<file path="config.mk">
export PLATFORM = sky130hd
export DESIGN_NAME = pipb_bank
export DESIGN_NICKNAME = d
export VERILOG_FILES = /design/src/pipb_port.sv /design/src/pipb_bank.sv
export SDC_FILE = /design/constraint.sdc
export NUM_CORES = 1
export LEC_CHECK = 0
export BUFFER_PORTS_ARGS = -buffer_cell sky130_fd_sc_hd__buf_2
export CORE_MARGIN = 2
export CORE_UTILIZATION = 55
export DETAILED_ROUTE_END_ITERATION = 7
export GPL_TIMING_DRIVEN = 0
export PLACE_DENSITY = 0.79
export SLEW_MARGIN = 15
export SYNTH_ARGS = -nofsm -noshare
export SYNTH_HDL_FRONTEND = slang
export SYNTH_HIERARCHICAL = 1
export SYNTH_SLANG_ARGS = --single-unit
</file>
<file path="constraint.sdc">
create_clock -name sys_clk -period 5.7 [get_ports sys_clk]
set_clock_uncertainty 0.15 [all_clocks]
set_input_delay 1.71 -clock sys_clk [delete_from_list [all_inputs] [get_ports sys_clk]]
set_output_delay 1.71 -clock sys_clk [all_outputs]
set_load 0.02 [all_outputs]
</file>
<file path="src/pipb_port.sv">
package pipb_pkg;
  // Bank shape: nine ports, 46 pins in total
  localparam int PIPB_NPORT = 9;
  localparam int PIPB_NPIN = 46;
  localparam int PIPB_W [PIPB_NPORT] = '{4, 2, 6, 8, 5, 8, 2, 5, 6};
  localparam int PIPB_BASE [PIPB_NPORT] =
    '{0, 4, 6, 12, 20, 25, 33, 35, 40};
  // Which controls each port carries; absent bits read as zero
  localparam logic [7:0] PIPB_FC_MASK [PIPB_NPORT] =
    '{8'h05, 8'h00, 8'h3F, 8'hFF, 8'h1F, 8'hFF, 8'h03, 8'h1F, 8'h3F};
  localparam logic [7:0] PIPB_OC_MASK [PIPB_NPORT] =
    '{8'h00, 8'h00, 8'h3F, 8'h00, 8'h00, 8'h00, 8'h00, 8'h1F, 8'h3F};
  localparam logic [7:0] PIPB_PU_MASK [PIPB_NPORT] =
    '{8'h00, 8'h03, 8'h3F, 8'hFF, 8'h1F, 8'hFF, 8'h03, 8'h1F, 8'h3F};
  // Bus address layout: port in [8:5], register in [4:2]
  localparam int PIPB_ADR_W = 9;
  localparam int PIPB_PORT_LSB = 5;
  localparam int PIPB_REG_LSB = 2;
  localparam logic [3:0] PIPB_GLOBAL_PORT = 4'h9;
  // Per-port register indices
  localparam logic [2:0] PIPB_R_DATA = 3'h0;
  localparam logic [2:0] PIPB_R_PIN = 3'h1;
  localparam logic [2:0] PIPB_R_DIR = 3'h2;
  localparam logic [2:0] PIPB_R_ALT = 3'h3;
  localparam logic [2:0] PIPB_R_DRV = 3'h4;
  localparam logic [2:0] PIPB_R_PU = 3'h5;
  // Global register indices
  localparam logic [2:0] PIPB_G_ROUTE = 3'h0;
  localparam logic [2:0] PIPB_G_SWAP = 3'h1;
  // Serial route codes for the serial0 field
  localparam logic [1:0] PIPB_S0_SIO_HI = 2'h1;
  localparam logic [1:0] PIPB_S0_SIO_LO = 2'h2;
  // Port 2 pin positions inside the flat pin bus
  localparam int PIPB_P2 = 6;
  localparam int PIPB_P20 = PIPB_P2 + 0;
  localparam int PIPB_P21 = PIPB_P2 + 1;
  localparam int PIPB_P22 = PIPB_P2 + 2;
  localparam int PIPB_P23 = PIPB_P2 + 3;
  localparam int PIPB_P24 = PIPB_P2 + 4;
  localparam int PIPB_P25 = PIPB_P2 + 5;
endpackage

module pipb_port import pipb_pkg::*; #(
  parameter int W = 8,
  parameter logic [7:0] FC_MASK = 8'hFF,
  parameter logic [7:0] OC_MASK = 8'hFF,
  parameter logic [7:0] PU_MASK = 8'hFF
) (
  input wire logic sys_clk,
  input wire logic resetn,
  input wire logic wr_en,
  input wire logic [2:0] reg_idx,
  input wire logic [7:0] wr_data,
  output logic [7:0] rd_data,
  input wire logic [W-1:0] pin_in,
  input wire logic [W-1:0] alt_out,
  input wire logic [W-1:0] alt_oe,
  output logic [W-1:0] pin_out,
  output logic [W-1:0] pin_oe_n,
  output logic [W-1:0] pin_pu
);
  typedef struct packed {
    logic [7:0] dr;
    logic [7:0] cr;
    logic [7:0] fc;
    logic [7:0] oc;
    logic [7:0] pu;
    logic [W-1:0] pin_out;
    logic [W-1:0] pin_oe_n;
    logic [W-1:0] pin_pu;
  } pipb_port_state_type;

  pipb_port_state_type st_reg;
  pipb_port_state_type st_next;
  logic [W-1:0] val;
  logic [W-1:0] drv;
  logic [W-1:0] plain;

  // Register writes and pin driver computation
  always_comb begin
    st_next = st_reg;
    if (wr_en) begin
      case (reg_idx)
        PIPB_R_DATA: st_next.dr = wr_data;
        PIPB_R_DIR: st_next.cr = wr_data;
        PIPB_R_ALT: st_next.fc = wr_data & FC_MASK;
        PIPB_R_DRV: st_next.oc = wr_data & OC_MASK;
        PIPB_R_PU: st_next.pu = wr_data & PU_MASK;
        default: ;
      endcase
    end
    // Alternate output replaces the latch where enabled
    val = (st_reg.fc[W-1:0] & alt_out)
      | (~st_reg.fc[W-1:0] & st_reg.dr[W-1:0]);
    // Output mode, peripheral consent, open drain only pulls low
    drv = st_reg.cr[W-1:0] & (~st_reg.fc[W-1:0] | alt_oe)
      & ~(st_reg.oc[W-1:0] & val);
    plain = st_reg.cr[W-1:0] & ~st_reg.fc[W-1:0];
    st_next.pin_out = val & ~st_reg.oc[W-1:0];
    st_next.pin_oe_n = ~drv;
    st_next.pin_pu = st_reg.pu[W-1:0]
      & (~st_reg.cr[W-1:0] | st_reg.oc[W-1:0]);
  end

  // State register; pins released during reset
  always_ff @(posedge sys_clk) begin
    if (!resetn) begin
      st_reg <= '0;
      st_reg.pin_oe_n <= '1;
    end else begin
      st_reg <= st_next;
    end
  end

  // Read mux; pin level is live, never latched
  always_comb begin
    case (reg_idx)
      PIPB_R_DATA: rd_data = st_reg.dr;
      PIPB_R_PIN: rd_data = 8'(pin_in);
      PIPB_R_DIR: rd_data = st_reg.cr;
      PIPB_R_ALT: rd_data = st_reg.fc;
      PIPB_R_DRV: rd_data = st_reg.oc;
      PIPB_R_PU: rd_data = st_reg.pu;
      default: rd_data = 8'h00;
    endcase
  end

  assign pin_out = st_reg.pin_out;
  assign pin_oe_n = st_reg.pin_oe_n;
  assign pin_pu = st_reg.pin_pu;

  pin_live_a: assert property (@(posedge sys_clk) disable iff (!resetn)
    reg_idx == PIPB_R_PIN |-> rd_data == 8'(pin_in))
    else $error("pin read not live");
  input_quiet_a: assert property (@(posedge sys_clk) disable iff (!resetn)
    ##1 (~$past(st_reg.cr[W-1:0]) & ~pin_oe_n) == '0)
    else $error("input pin driven");
  od_nohigh_a: assert property (@(posedge sys_clk) disable iff (!resetn)
    ##1 ($past(st_reg.oc[W-1:0]) & ~pin_oe_n & pin_out) == '0)
    else $error("open drain drove high");
  write_out_a: assert property (@(posedge sys_clk) disable iff (!resetn)
    wr_en && reg_idx == PIPB_R_DATA ##1 plain == '1 && st_reg.oc == '0
    |=> pin_out == $past(st_reg.dr[W-1:0]) && pin_oe_n == '0)
    else $error("written data not on pins next cycle");
  mask_zero_a: assert property (@(posedge sys_clk) disable iff (!resetn)
    (st_reg.fc & ~FC_MASK) == 8'h00 && (st_reg.oc & ~OC_MASK) == 8'h00)
    else $error("absent control bit set");
endmodule

</file>
<file path="src/pipb_bank.sv">
// Overview of operation
// - Nine bidirectional ports, 46 pins, two to eight pins each.
// - Output-mode pins drive the value held in the port data latch.
// - Pin-level read returns the present level of input pins.
// - Direction register picks input or output mode per pin.
// - Alternate enable lets the peripheral output reach the pin.
// - Driver type picks push-pull or low-only open drain per pin.
// - Pull-up applies to inputs and open-drain outputs when enabled.
// - Output data is latched; input path has no latch; the code registers the peripheral input copies for one cycle.
// - Pins are sampled in the read cycle; debounce is software's job.
// - Written data reaches the pin in the cycle after the write.
// - Each port carries only the controls its pins need.
//
// Our own choices: the Wishbone interface to the registers and the register addresses.
module pipb_bank import pipb_pkg::*; (
  input wire logic sys_clk,
  input wire logic resetn,
  input wire logic wb_cyc_i,
  input wire logic wb_stb_i,
  input wire logic wb_we_i,
  input wire logic [PIPB_ADR_W-1:0] wb_adr_i,
  input wire logic [3:0] wb_sel_i,
  input wire logic [31:0] wb_dat_i,
  output logic [31:0] wb_dat_o,
  output logic wb_ack_o,
  input wire logic [PIPB_NPIN-1:0] pin_in,
  output logic [PIPB_NPIN-1:0] pin_out,
  output logic [PIPB_NPIN-1:0] pin_oe_n,
  output logic [PIPB_NPIN-1:0] pin_pullup,
  input wire logic [PIPB_NPIN-1:0] alt_out_i,
  input wire logic [PIPB_NPIN-1:0] alt_oe_i,
  input wire logic uart0_txd,
  input wire logic sio0_sclk_out,
  input wire logic sio0_so,
  input wire logic twi_scl_low,
  input wire logic twi_sda_low,
  output logic uart0_rxd,
  output logic sio0_si,
  output logic sio0_sclk_in,
  output logic twi_scl_in,
  output logic twi_sda_in
);
  typedef struct packed {
    logic ack;
    logic [31:0] dat;
    logic [2:0] route;
    logic swap;
    logic rxd;
    logic si;
    logic sclk;
    logic scl;
    logic sda;
  } pipb_top_state_type;

  pipb_top_state_type st_reg;
  pipb_top_state_type st_next;
  logic [3:0] port_sel;
  logic [2:0] reg_idx;
  logic req;
  logic wr_now;
  logic [1:0] s0;
  logic s2;
  logic uart_on;
  logic sio_lo;
  logic [PIPB_NPIN-1:0] alt_all;
  logic [PIPB_NPIN-1:0] oe_all;
  logic [7:0] port_rd [PIPB_NPORT];
  logic [PIPB_NPORT-1:0] port_wr;

  // Address decode; writes land on the edge that samples ack
  assign port_sel = wb_adr_i[PIPB_ADR_W-1:PIPB_PORT_LSB];
  assign reg_idx = wb_adr_i[PIPB_PORT_LSB-1:PIPB_REG_LSB];
  assign req = wb_cyc_i & wb_stb_i;
  assign wr_now = req & wb_we_i & st_reg.ack & wb_sel_i[0];

  // Route field decode for port 2
  assign s0 = st_reg.route[1:0];
  assign s2 = st_reg.route[2];
  assign uart_on = !s0[1] && !s2;
  assign sio_lo = s0 == PIPB_S0_SIO_LO && !s2;

  // Alternate outputs; port 2 taken from the serial routing
  always_comb begin
    alt_all = alt_out_i;
    oe_all = alt_oe_i;
    alt_all[PIPB_P25:PIPB_P20] = 6'h00;
    oe_all[PIPB_P25:PIPB_P20] = 6'h00;
    if (!s0[0]) begin
      // Two-wire bus pulls low only
      oe_all[PIPB_P24] = twi_scl_low;
      oe_all[PIPB_P23] = twi_sda_low;
    end
    if (s0 == PIPB_S0_SIO_HI) begin
      alt_all[PIPB_P25] = sio0_sclk_out;
      oe_all[PIPB_P25] = 1'b1;
      alt_all[PIPB_P23] = sio0_so;
      oe_all[PIPB_P23] = 1'b1;
    end
    if (sio_lo) begin
      alt_all[PIPB_P22] = sio0_sclk_out;
      oe_all[PIPB_P22] = 1'b1;
      alt_all[PIPB_P20] = sio0_so;
      oe_all[PIPB_P20] = 1'b1;
    end
    if (uart_on) begin
      // Swap moves transmit from P20 to P21
      if (st_reg.swap) begin
        alt_all[PIPB_P21] = uart0_txd;
        oe_all[PIPB_P21] = 1'b1;
      end else begin
        alt_all[PIPB_P20] = uart0_txd;
        oe_all[PIPB_P20] = 1'b1;
      end
    end
  end

  // Bus answer, global registers, peripheral input copies
  always_comb begin
    st_next = st_reg;
    st_next.ack = req & !st_reg.ack;
    if (req && !st_reg.ack) begin
      // Read data sampled in the read cycle
      st_next.dat = 32'h0000_0000;
      if (port_sel < 4'(PIPB_NPORT)) begin
        st_next.dat[7:0] = port_rd[port_sel];
      end else if (port_sel == PIPB_GLOBAL_PORT) begin
        case (reg_idx)
          PIPB_G_ROUTE: st_next.dat[2:0] = st_reg.route;
          PIPB_G_SWAP: st_next.dat[0] = st_reg.swap;
          default: ;
        endcase
      end
    end
    if (wr_now && port_sel == PIPB_GLOBAL_PORT) begin
      case (reg_idx)
        PIPB_G_ROUTE: st_next.route = wb_dat_i[2:0];
        PIPB_G_SWAP: st_next.swap = wb_dat_i[0];
        default: ;
      endcase
    end
    // Unrouted peripheral inputs idle high
    st_next.scl = s0[0] ? 1'b1 : pin_in[PIPB_P24];
    st_next.sda = s0[0] ? 1'b1 : pin_in[PIPB_P23];
    if (s0 == PIPB_S0_SIO_HI) begin
      st_next.si = pin_in[PIPB_P24];
      st_next.sclk = pin_in[PIPB_P25];
    end else if (sio_lo) begin
      st_next.si = pin_in[PIPB_P21];
      st_next.sclk = pin_in[PIPB_P22];
    end else begin
      st_next.si = 1'b1;
      st_next.sclk = 1'b1;
    end
    if (uart_on) begin
      st_next.rxd = st_reg.swap ? pin_in[PIPB_P20] : pin_in[PIPB_P21];
    end else begin
      st_next.rxd = 1'b1;
    end
  end

  // State register
  always_ff @(posedge sys_clk) begin
    if (!resetn) begin
      st_reg <= '0;
    end else begin
      st_reg <= st_next;
    end
  end

  assign wb_ack_o = st_reg.ack;
  assign wb_dat_o = st_reg.dat;
  assign uart0_rxd = st_reg.rxd;
  assign sio0_si = st_reg.si;
  assign sio0_sclk_in = st_reg.sclk;
  assign twi_scl_in = st_reg.scl;
  assign twi_sda_in = st_reg.sda;

  // One port block per documented port
  for (genvar g = 0; g < PIPB_NPORT; g++) begin : g_port
    assign port_wr[g] = wr_now && port_sel == 4'(g);
    pipb_port #(
      .W(PIPB_W[g]),
      .FC_MASK(PIPB_FC_MASK[g]),
      .OC_MASK(PIPB_OC_MASK[g]),
      .PU_MASK(PIPB_PU_MASK[g])
    ) u_port (
      .sys_clk(sys_clk),
      .resetn(resetn),
      .wr_en(port_wr[g]),
      .reg_idx(reg_idx),
      .wr_data(wb_dat_i[7:0]),
      .rd_data(port_rd[g]),
      .pin_in(pin_in[PIPB_BASE[g] +: PIPB_W[g]]),
      .alt_out(alt_all[PIPB_BASE[g] +: PIPB_W[g]]),
      .alt_oe(oe_all[PIPB_BASE[g] +: PIPB_W[g]]),
      .pin_out(pin_out[PIPB_BASE[g] +: PIPB_W[g]]),
      .pin_oe_n(pin_oe_n[PIPB_BASE[g] +: PIPB_W[g]]),
      .pin_pu(pin_pullup[PIPB_BASE[g] +: PIPB_W[g]])
    );
  end

  ack_single_a: assert property (@(posedge sys_clk) disable iff (!resetn)
    wb_ack_o |=> !wb_ack_o)
    else $error("ack longer than one cycle");
  ack_latency_a: assert property (@(posedge sys_clk) disable iff (!resetn)
    req && !wb_ack_o |=> wb_ack_o)
    else $error("ack not one cycle after request");
  pin_read_a: assert property (@(posedge sys_clk) disable iff (!resetn)
    req && !wb_ack_o && !wb_we_i && port_sel == 4'h0
    && reg_idx == PIPB_R_PIN
    |=> wb_dat_o == {28'h0000000, $past(pin_in[3:0])})
    else $error("pin read does not show sampled level");
  twi_route_a: assert property (@(posedge sys_clk) disable iff (!resetn)
    !s0[0] |=> twi_scl_in == $past(pin_in[PIPB_P24]))
    else $error("two-wire clock not routed");
  uart_swap_a: assert property (@(posedge sys_clk) disable iff (!resetn)
    uart_on && st_reg.swap |=> uart0_rxd == $past(pin_in[PIPB_P20]))
    else $error("swapped receive pin wrong");
  tx_pin_a: assert property (@(posedge sys_clk) disable iff (!resetn)
    uart_on && !st_reg.swap && !sio_lo |-> oe_all[PIPB_P20]
    && !oe_all[PIPB_P21] && alt_all[PIPB_P20] == uart0_txd)
    else $error("transmit not on P20");
  alt_block_a: assert property (@(posedge sys_clk) disable iff (!resetn)
    alt_oe_i[PIPB_BASE[3]] == 1'b0 |=> pin_oe_n[PIPB_BASE[3]]
    || $past(g_port[3].u_port.st_reg.fc[0]) == 1'b0)
    else $error("alternate drove without consent");
  pullup_pp_a: assert property (@(posedge sys_clk) disable iff (!resetn)
    ##1 (pin_pullup[PIPB_P25:PIPB_P20]
    & $past(g_port[2].u_port.st_reg.cr[5:0]
    & ~g_port[2].u_port.st_reg.oc[5:0])) == 6'h00)
    else $error("pull-up on push-pull output");
endmodule

</file>
==> impl_metrics.env <==
export IMPL_r2r_slack_ns=2.55
export IMPL_ys_flop_type="dfxtp_1"
export IMPL_cts_hold_buf=0
export IMPL_r2r_end="g_port[4].u_port/st_reg[35]$_SDFFE_PN0P_"
export IMPL_io_pin_count=369
export IMPL_n_fill_cell=2861
export IMPL_dr_total_vias=16400
export IMPL_cts_setup_buffers=0
export IMPL_postSynthAreaPerCell_sq_um=9.32
export IMPL_core_rowCount=68
export IMPL_drv_cap=0
export IMPL_syn_to_final_growth_pct=18.0
export IMPL_cp_start_kind="input pin"
export IMPL_r2r_cells=6
export IMPL_yosysWarnings=6
export IMPL_syn_area_sq_mm=0.0195
export IMPL_grt_overflow=0
export IMPL_synthCells=2087
export IMPL_required_ns=5.97
export IMPL_ys_seq_area_frac=0.409
export IMPL_period_share=0.739
export IMPL_track_usage=0.296
export IMPL_layout_drive_gt1_share=0.288
export IMPL_rsz0062_at_grt="no"
export IMPL_cp_arrival_ns=4.48
export IMPL_die_area_sq_mm=0.0369
export IMPL_fin_tns_setup_ns=0
export IMPL_crit_path_end_kind="flop"
export IMPL_seq_area_sq_mm=0.00795
export IMPL_status="finished, final reports clean"
export IMPL_drtAntennaViolNets=0
export IMPL_synth_area_leader_cell="dfxtp_1"
export IMPL_synth_top_cell_area_share=0.409
export IMPL_multi_input_area_sq_mm=0.00933
export IMPL_path_class="in2reg"
export IMPL_cts_resized=0
export IMPL_max_slew_margin=0.202
export IMPL_worstMarginPinSlew_ns=1.19
export IMPL_reg2reg_from="wb_ack_o$_SDFF_PN0_"
export IMPL_post_route_util=0.661
export IMPL_ctsHtreeMaxLevel=2
export IMPL_start_util=0.560
export IMPL_largest_reg_flops=245
export IMPL_synth_edff_count=0
export IMPL_cts_tree="done"
export IMPL_cts_buffer_depth=3
export IMPL_die_h_microns=192
export IMPL_leakage_nw=9.62
export IMPL_antenna_found_initial=4
export IMPL_route_detailed_drc=0
export IMPL_async_reset_ff_frac=0
export IMPL_final_max_slew_viol_count=0
export IMPL_fmax_mhz=237
export IMPL_p_per_area_mw_per_mm2=259
export IMPL_grt_pass1_wl_microns=85100
export IMPL_core_area_sq_mm=0.0347
export IMPL_clock_sinks=397
export IMPL_finalHoldViolations=0
export IMPL_die_w_microns=192
export IMPL_gp_congestion=0.939
export IMPL_setup_violations=0
export IMPL_via_per_inst=5.60
export IMPL_wirelength_microns=55900
export IMPL_final_nets=2642
export IMPL_synthTopCellsByArea="dfxtp_1 (41%), mux2i_1 (12%), buf_4 (7.1%), nand2_1 (6.4%), nor2b_1 (3.5%)"
export IMPL_dr_pass1_iters=7
export IMPL_crit_path_start="wb_adr_i[3]"
export IMPL_path_clk_slew_ns=0.06
export IMPL_drt_iter0_markers=1376
export IMPL_synth_seq_cells=397
export IMPL_worst_hold_path_type="reg2reg"
export IMPL_wl_per_cell_microns=19.1
export IMPL_min_period_ns=4.21
export IMPL_synthTopCellsByCount="dfxtp_1 (397), nand2_1 (333), mux2i_1 (237), buf_4 (183), nor2b_1 (110)"
export IMPL_synth_distinct_cells=74
export IMPL_cts_buffers=42
export IMPL_crit_end="wb_dat_o[4]$_SDFFE_PN0P_"
export IMPL_clk_latency_ns=0.55
export IMPL_peakVddDrop_uv=208
export IMPL_critPathMaxFanout=31
export IMPL_grt_pass1_vias=15700
export IMPL_hold_depth=1
export IMPL_synth_most_common_cell="dfxtp_1"
export IMPL_cts_root_buf="clkbuf_16"
export IMPL_grt_max_degree=41
export IMPL_io_buffers=290
export IMPL_hpwl_microns=39600
[routing by layer]
layer	global-route usage	part of all wire	vias up
li1	-	-	7735
met5	0	0	-
met4	0.127	0.040	0
met2	0.490	0.47	714
met3	0.0502	0.077	145
met1	0.381	0.42	7831
[metrics by stage]
step                      cells  setup slack, ns  hold WS [ns]  power (mW)  instance area [sq um]
after global placement     2860             1.03         0.270        3.25                  21600
after global routing       2932             1.38         0.302        6.12                  23000
after CTS                  2930             1.56         0.285        5.98                  23000
final                      2934             1.49         0.286        5.94                  23000
after detailed placement   2860             1.00         0.267        3.25                  21600
after floorplan            2115             2.03         0.227        3.08                  19600
[logic make-up after synthesis]
family,Yosys count,share of synthesized area
compound gates,325,0.116
buf+inv,359,0.117
flops,397,0.409
mux,290,0.161
other cells,2,0.000386
simple gates,714,0.197
[placed cells by master (no fill, tap or decap), types with 8 or more instances in the layout]
| cell type | count |
|---|---|
| mux2_2 | 38 |
| o21ai_0 | 53 |
| dfxtp_1 | 397 |
| a31o_2 | 17 |
| nor3_1 | 15 |
| mux2i_1 | 237 |
| a21boi_1 | 75 |
| inv_1 | 60 |
| nand3_1 | 81 |
| nand2b_1 | 10 |
| o22ai_1 | 11 |
| clkbuf_1 | 63 |
| mux4_2 | 11 |
| nand4b_1 | 11 |
| nor2b_1 | 110 |
| and3b_1 | 13 |
| clkbuf_16 | 45 |
| buf_6 | 23 |
| buf_2 | 322 |
| conb_1 | 30 |
| nor2_1 | 50 |
| and3_1 | 21 |
| a21oi_1 | 49 |
| o211ai_1 | 28 |
| o221ai_1 | 21 |
| nor4b_4 | 8 |
| nand2_1 | 333 |
| o21ai_2 | 16 |
| a221oi_1 | 10 |
| buf_4 | 183 |
[where the power goes]
group | switching [mW] | total (mW) | internal [mW]
clock | 1.08 | 2.74 | 1.66
sequential | 0.00155 | 2.78 | 2.78
combinational | 0.268 | 0.425 | 0.156
[cell type report]
class	count	area share
Antenna cell	4	0.000436
Buffer	298	0.0893
Clock buffer	64	0.0552
Clock inverter	6	0.00458
Inverter	61	0.00997
Multi-Input combinational cell	1359	0.406
Sequential cell	397	0.346
Tap cell	455	0.0248
Timing Repair Buffer	290	0.0632
[worst min-delay path by stage]
stage	endpoint	start	slack, ns
3_3_place_gp	g_port[0].u_port/pin_oe_n[3]$_SDFF_PN1_	g_port[0].u_port/st_reg[39]$_SDFFE_PN0P_	0.27
4_1_cts	g_port[0].u_port/pin_oe_n[1]$_SDFF_PN1_	g_port[0].u_port/st_reg[37]$_SDFFE_PN0P_	0.29
2_1_floorplan	g_port[0].u_port/pin_oe_n[1]$_SDFF_PN1_	g_port[0].u_port/st_reg[37]$_SDFFE_PN0P_	0.23
3_5_place_dp	g_port[0].u_port/pin_oe_n[1]$_SDFF_PN1_	g_port[0].u_port/st_reg[37]$_SDFFE_PN0P_	0.27
5_1_grt	g_port[7].u_port/pin_oe_n[2]$_SDFF_PN1_	g_port[7].u_port/st_reg[41]$_SDFFE_PN0P_	0.30
6_report	g_port[4].u_port/pin_oe_n[1]$_SDFF_PN1_	g_port[4].u_port/st_reg[40]$_SDFFE_PN0P_	0.29
[worst max-delay path, cell delays in order]
cell and delay, ns:
buf_2 0.60, buf_2 0.36, buf_2 0.29, and3b_1 0.21
a21oi_1 0.11, o221ai_1 0.29, mux4_2 0.54, a221oi_1 0.25
o21ai_1 0.08
Power figures use the tool's default switching activity.
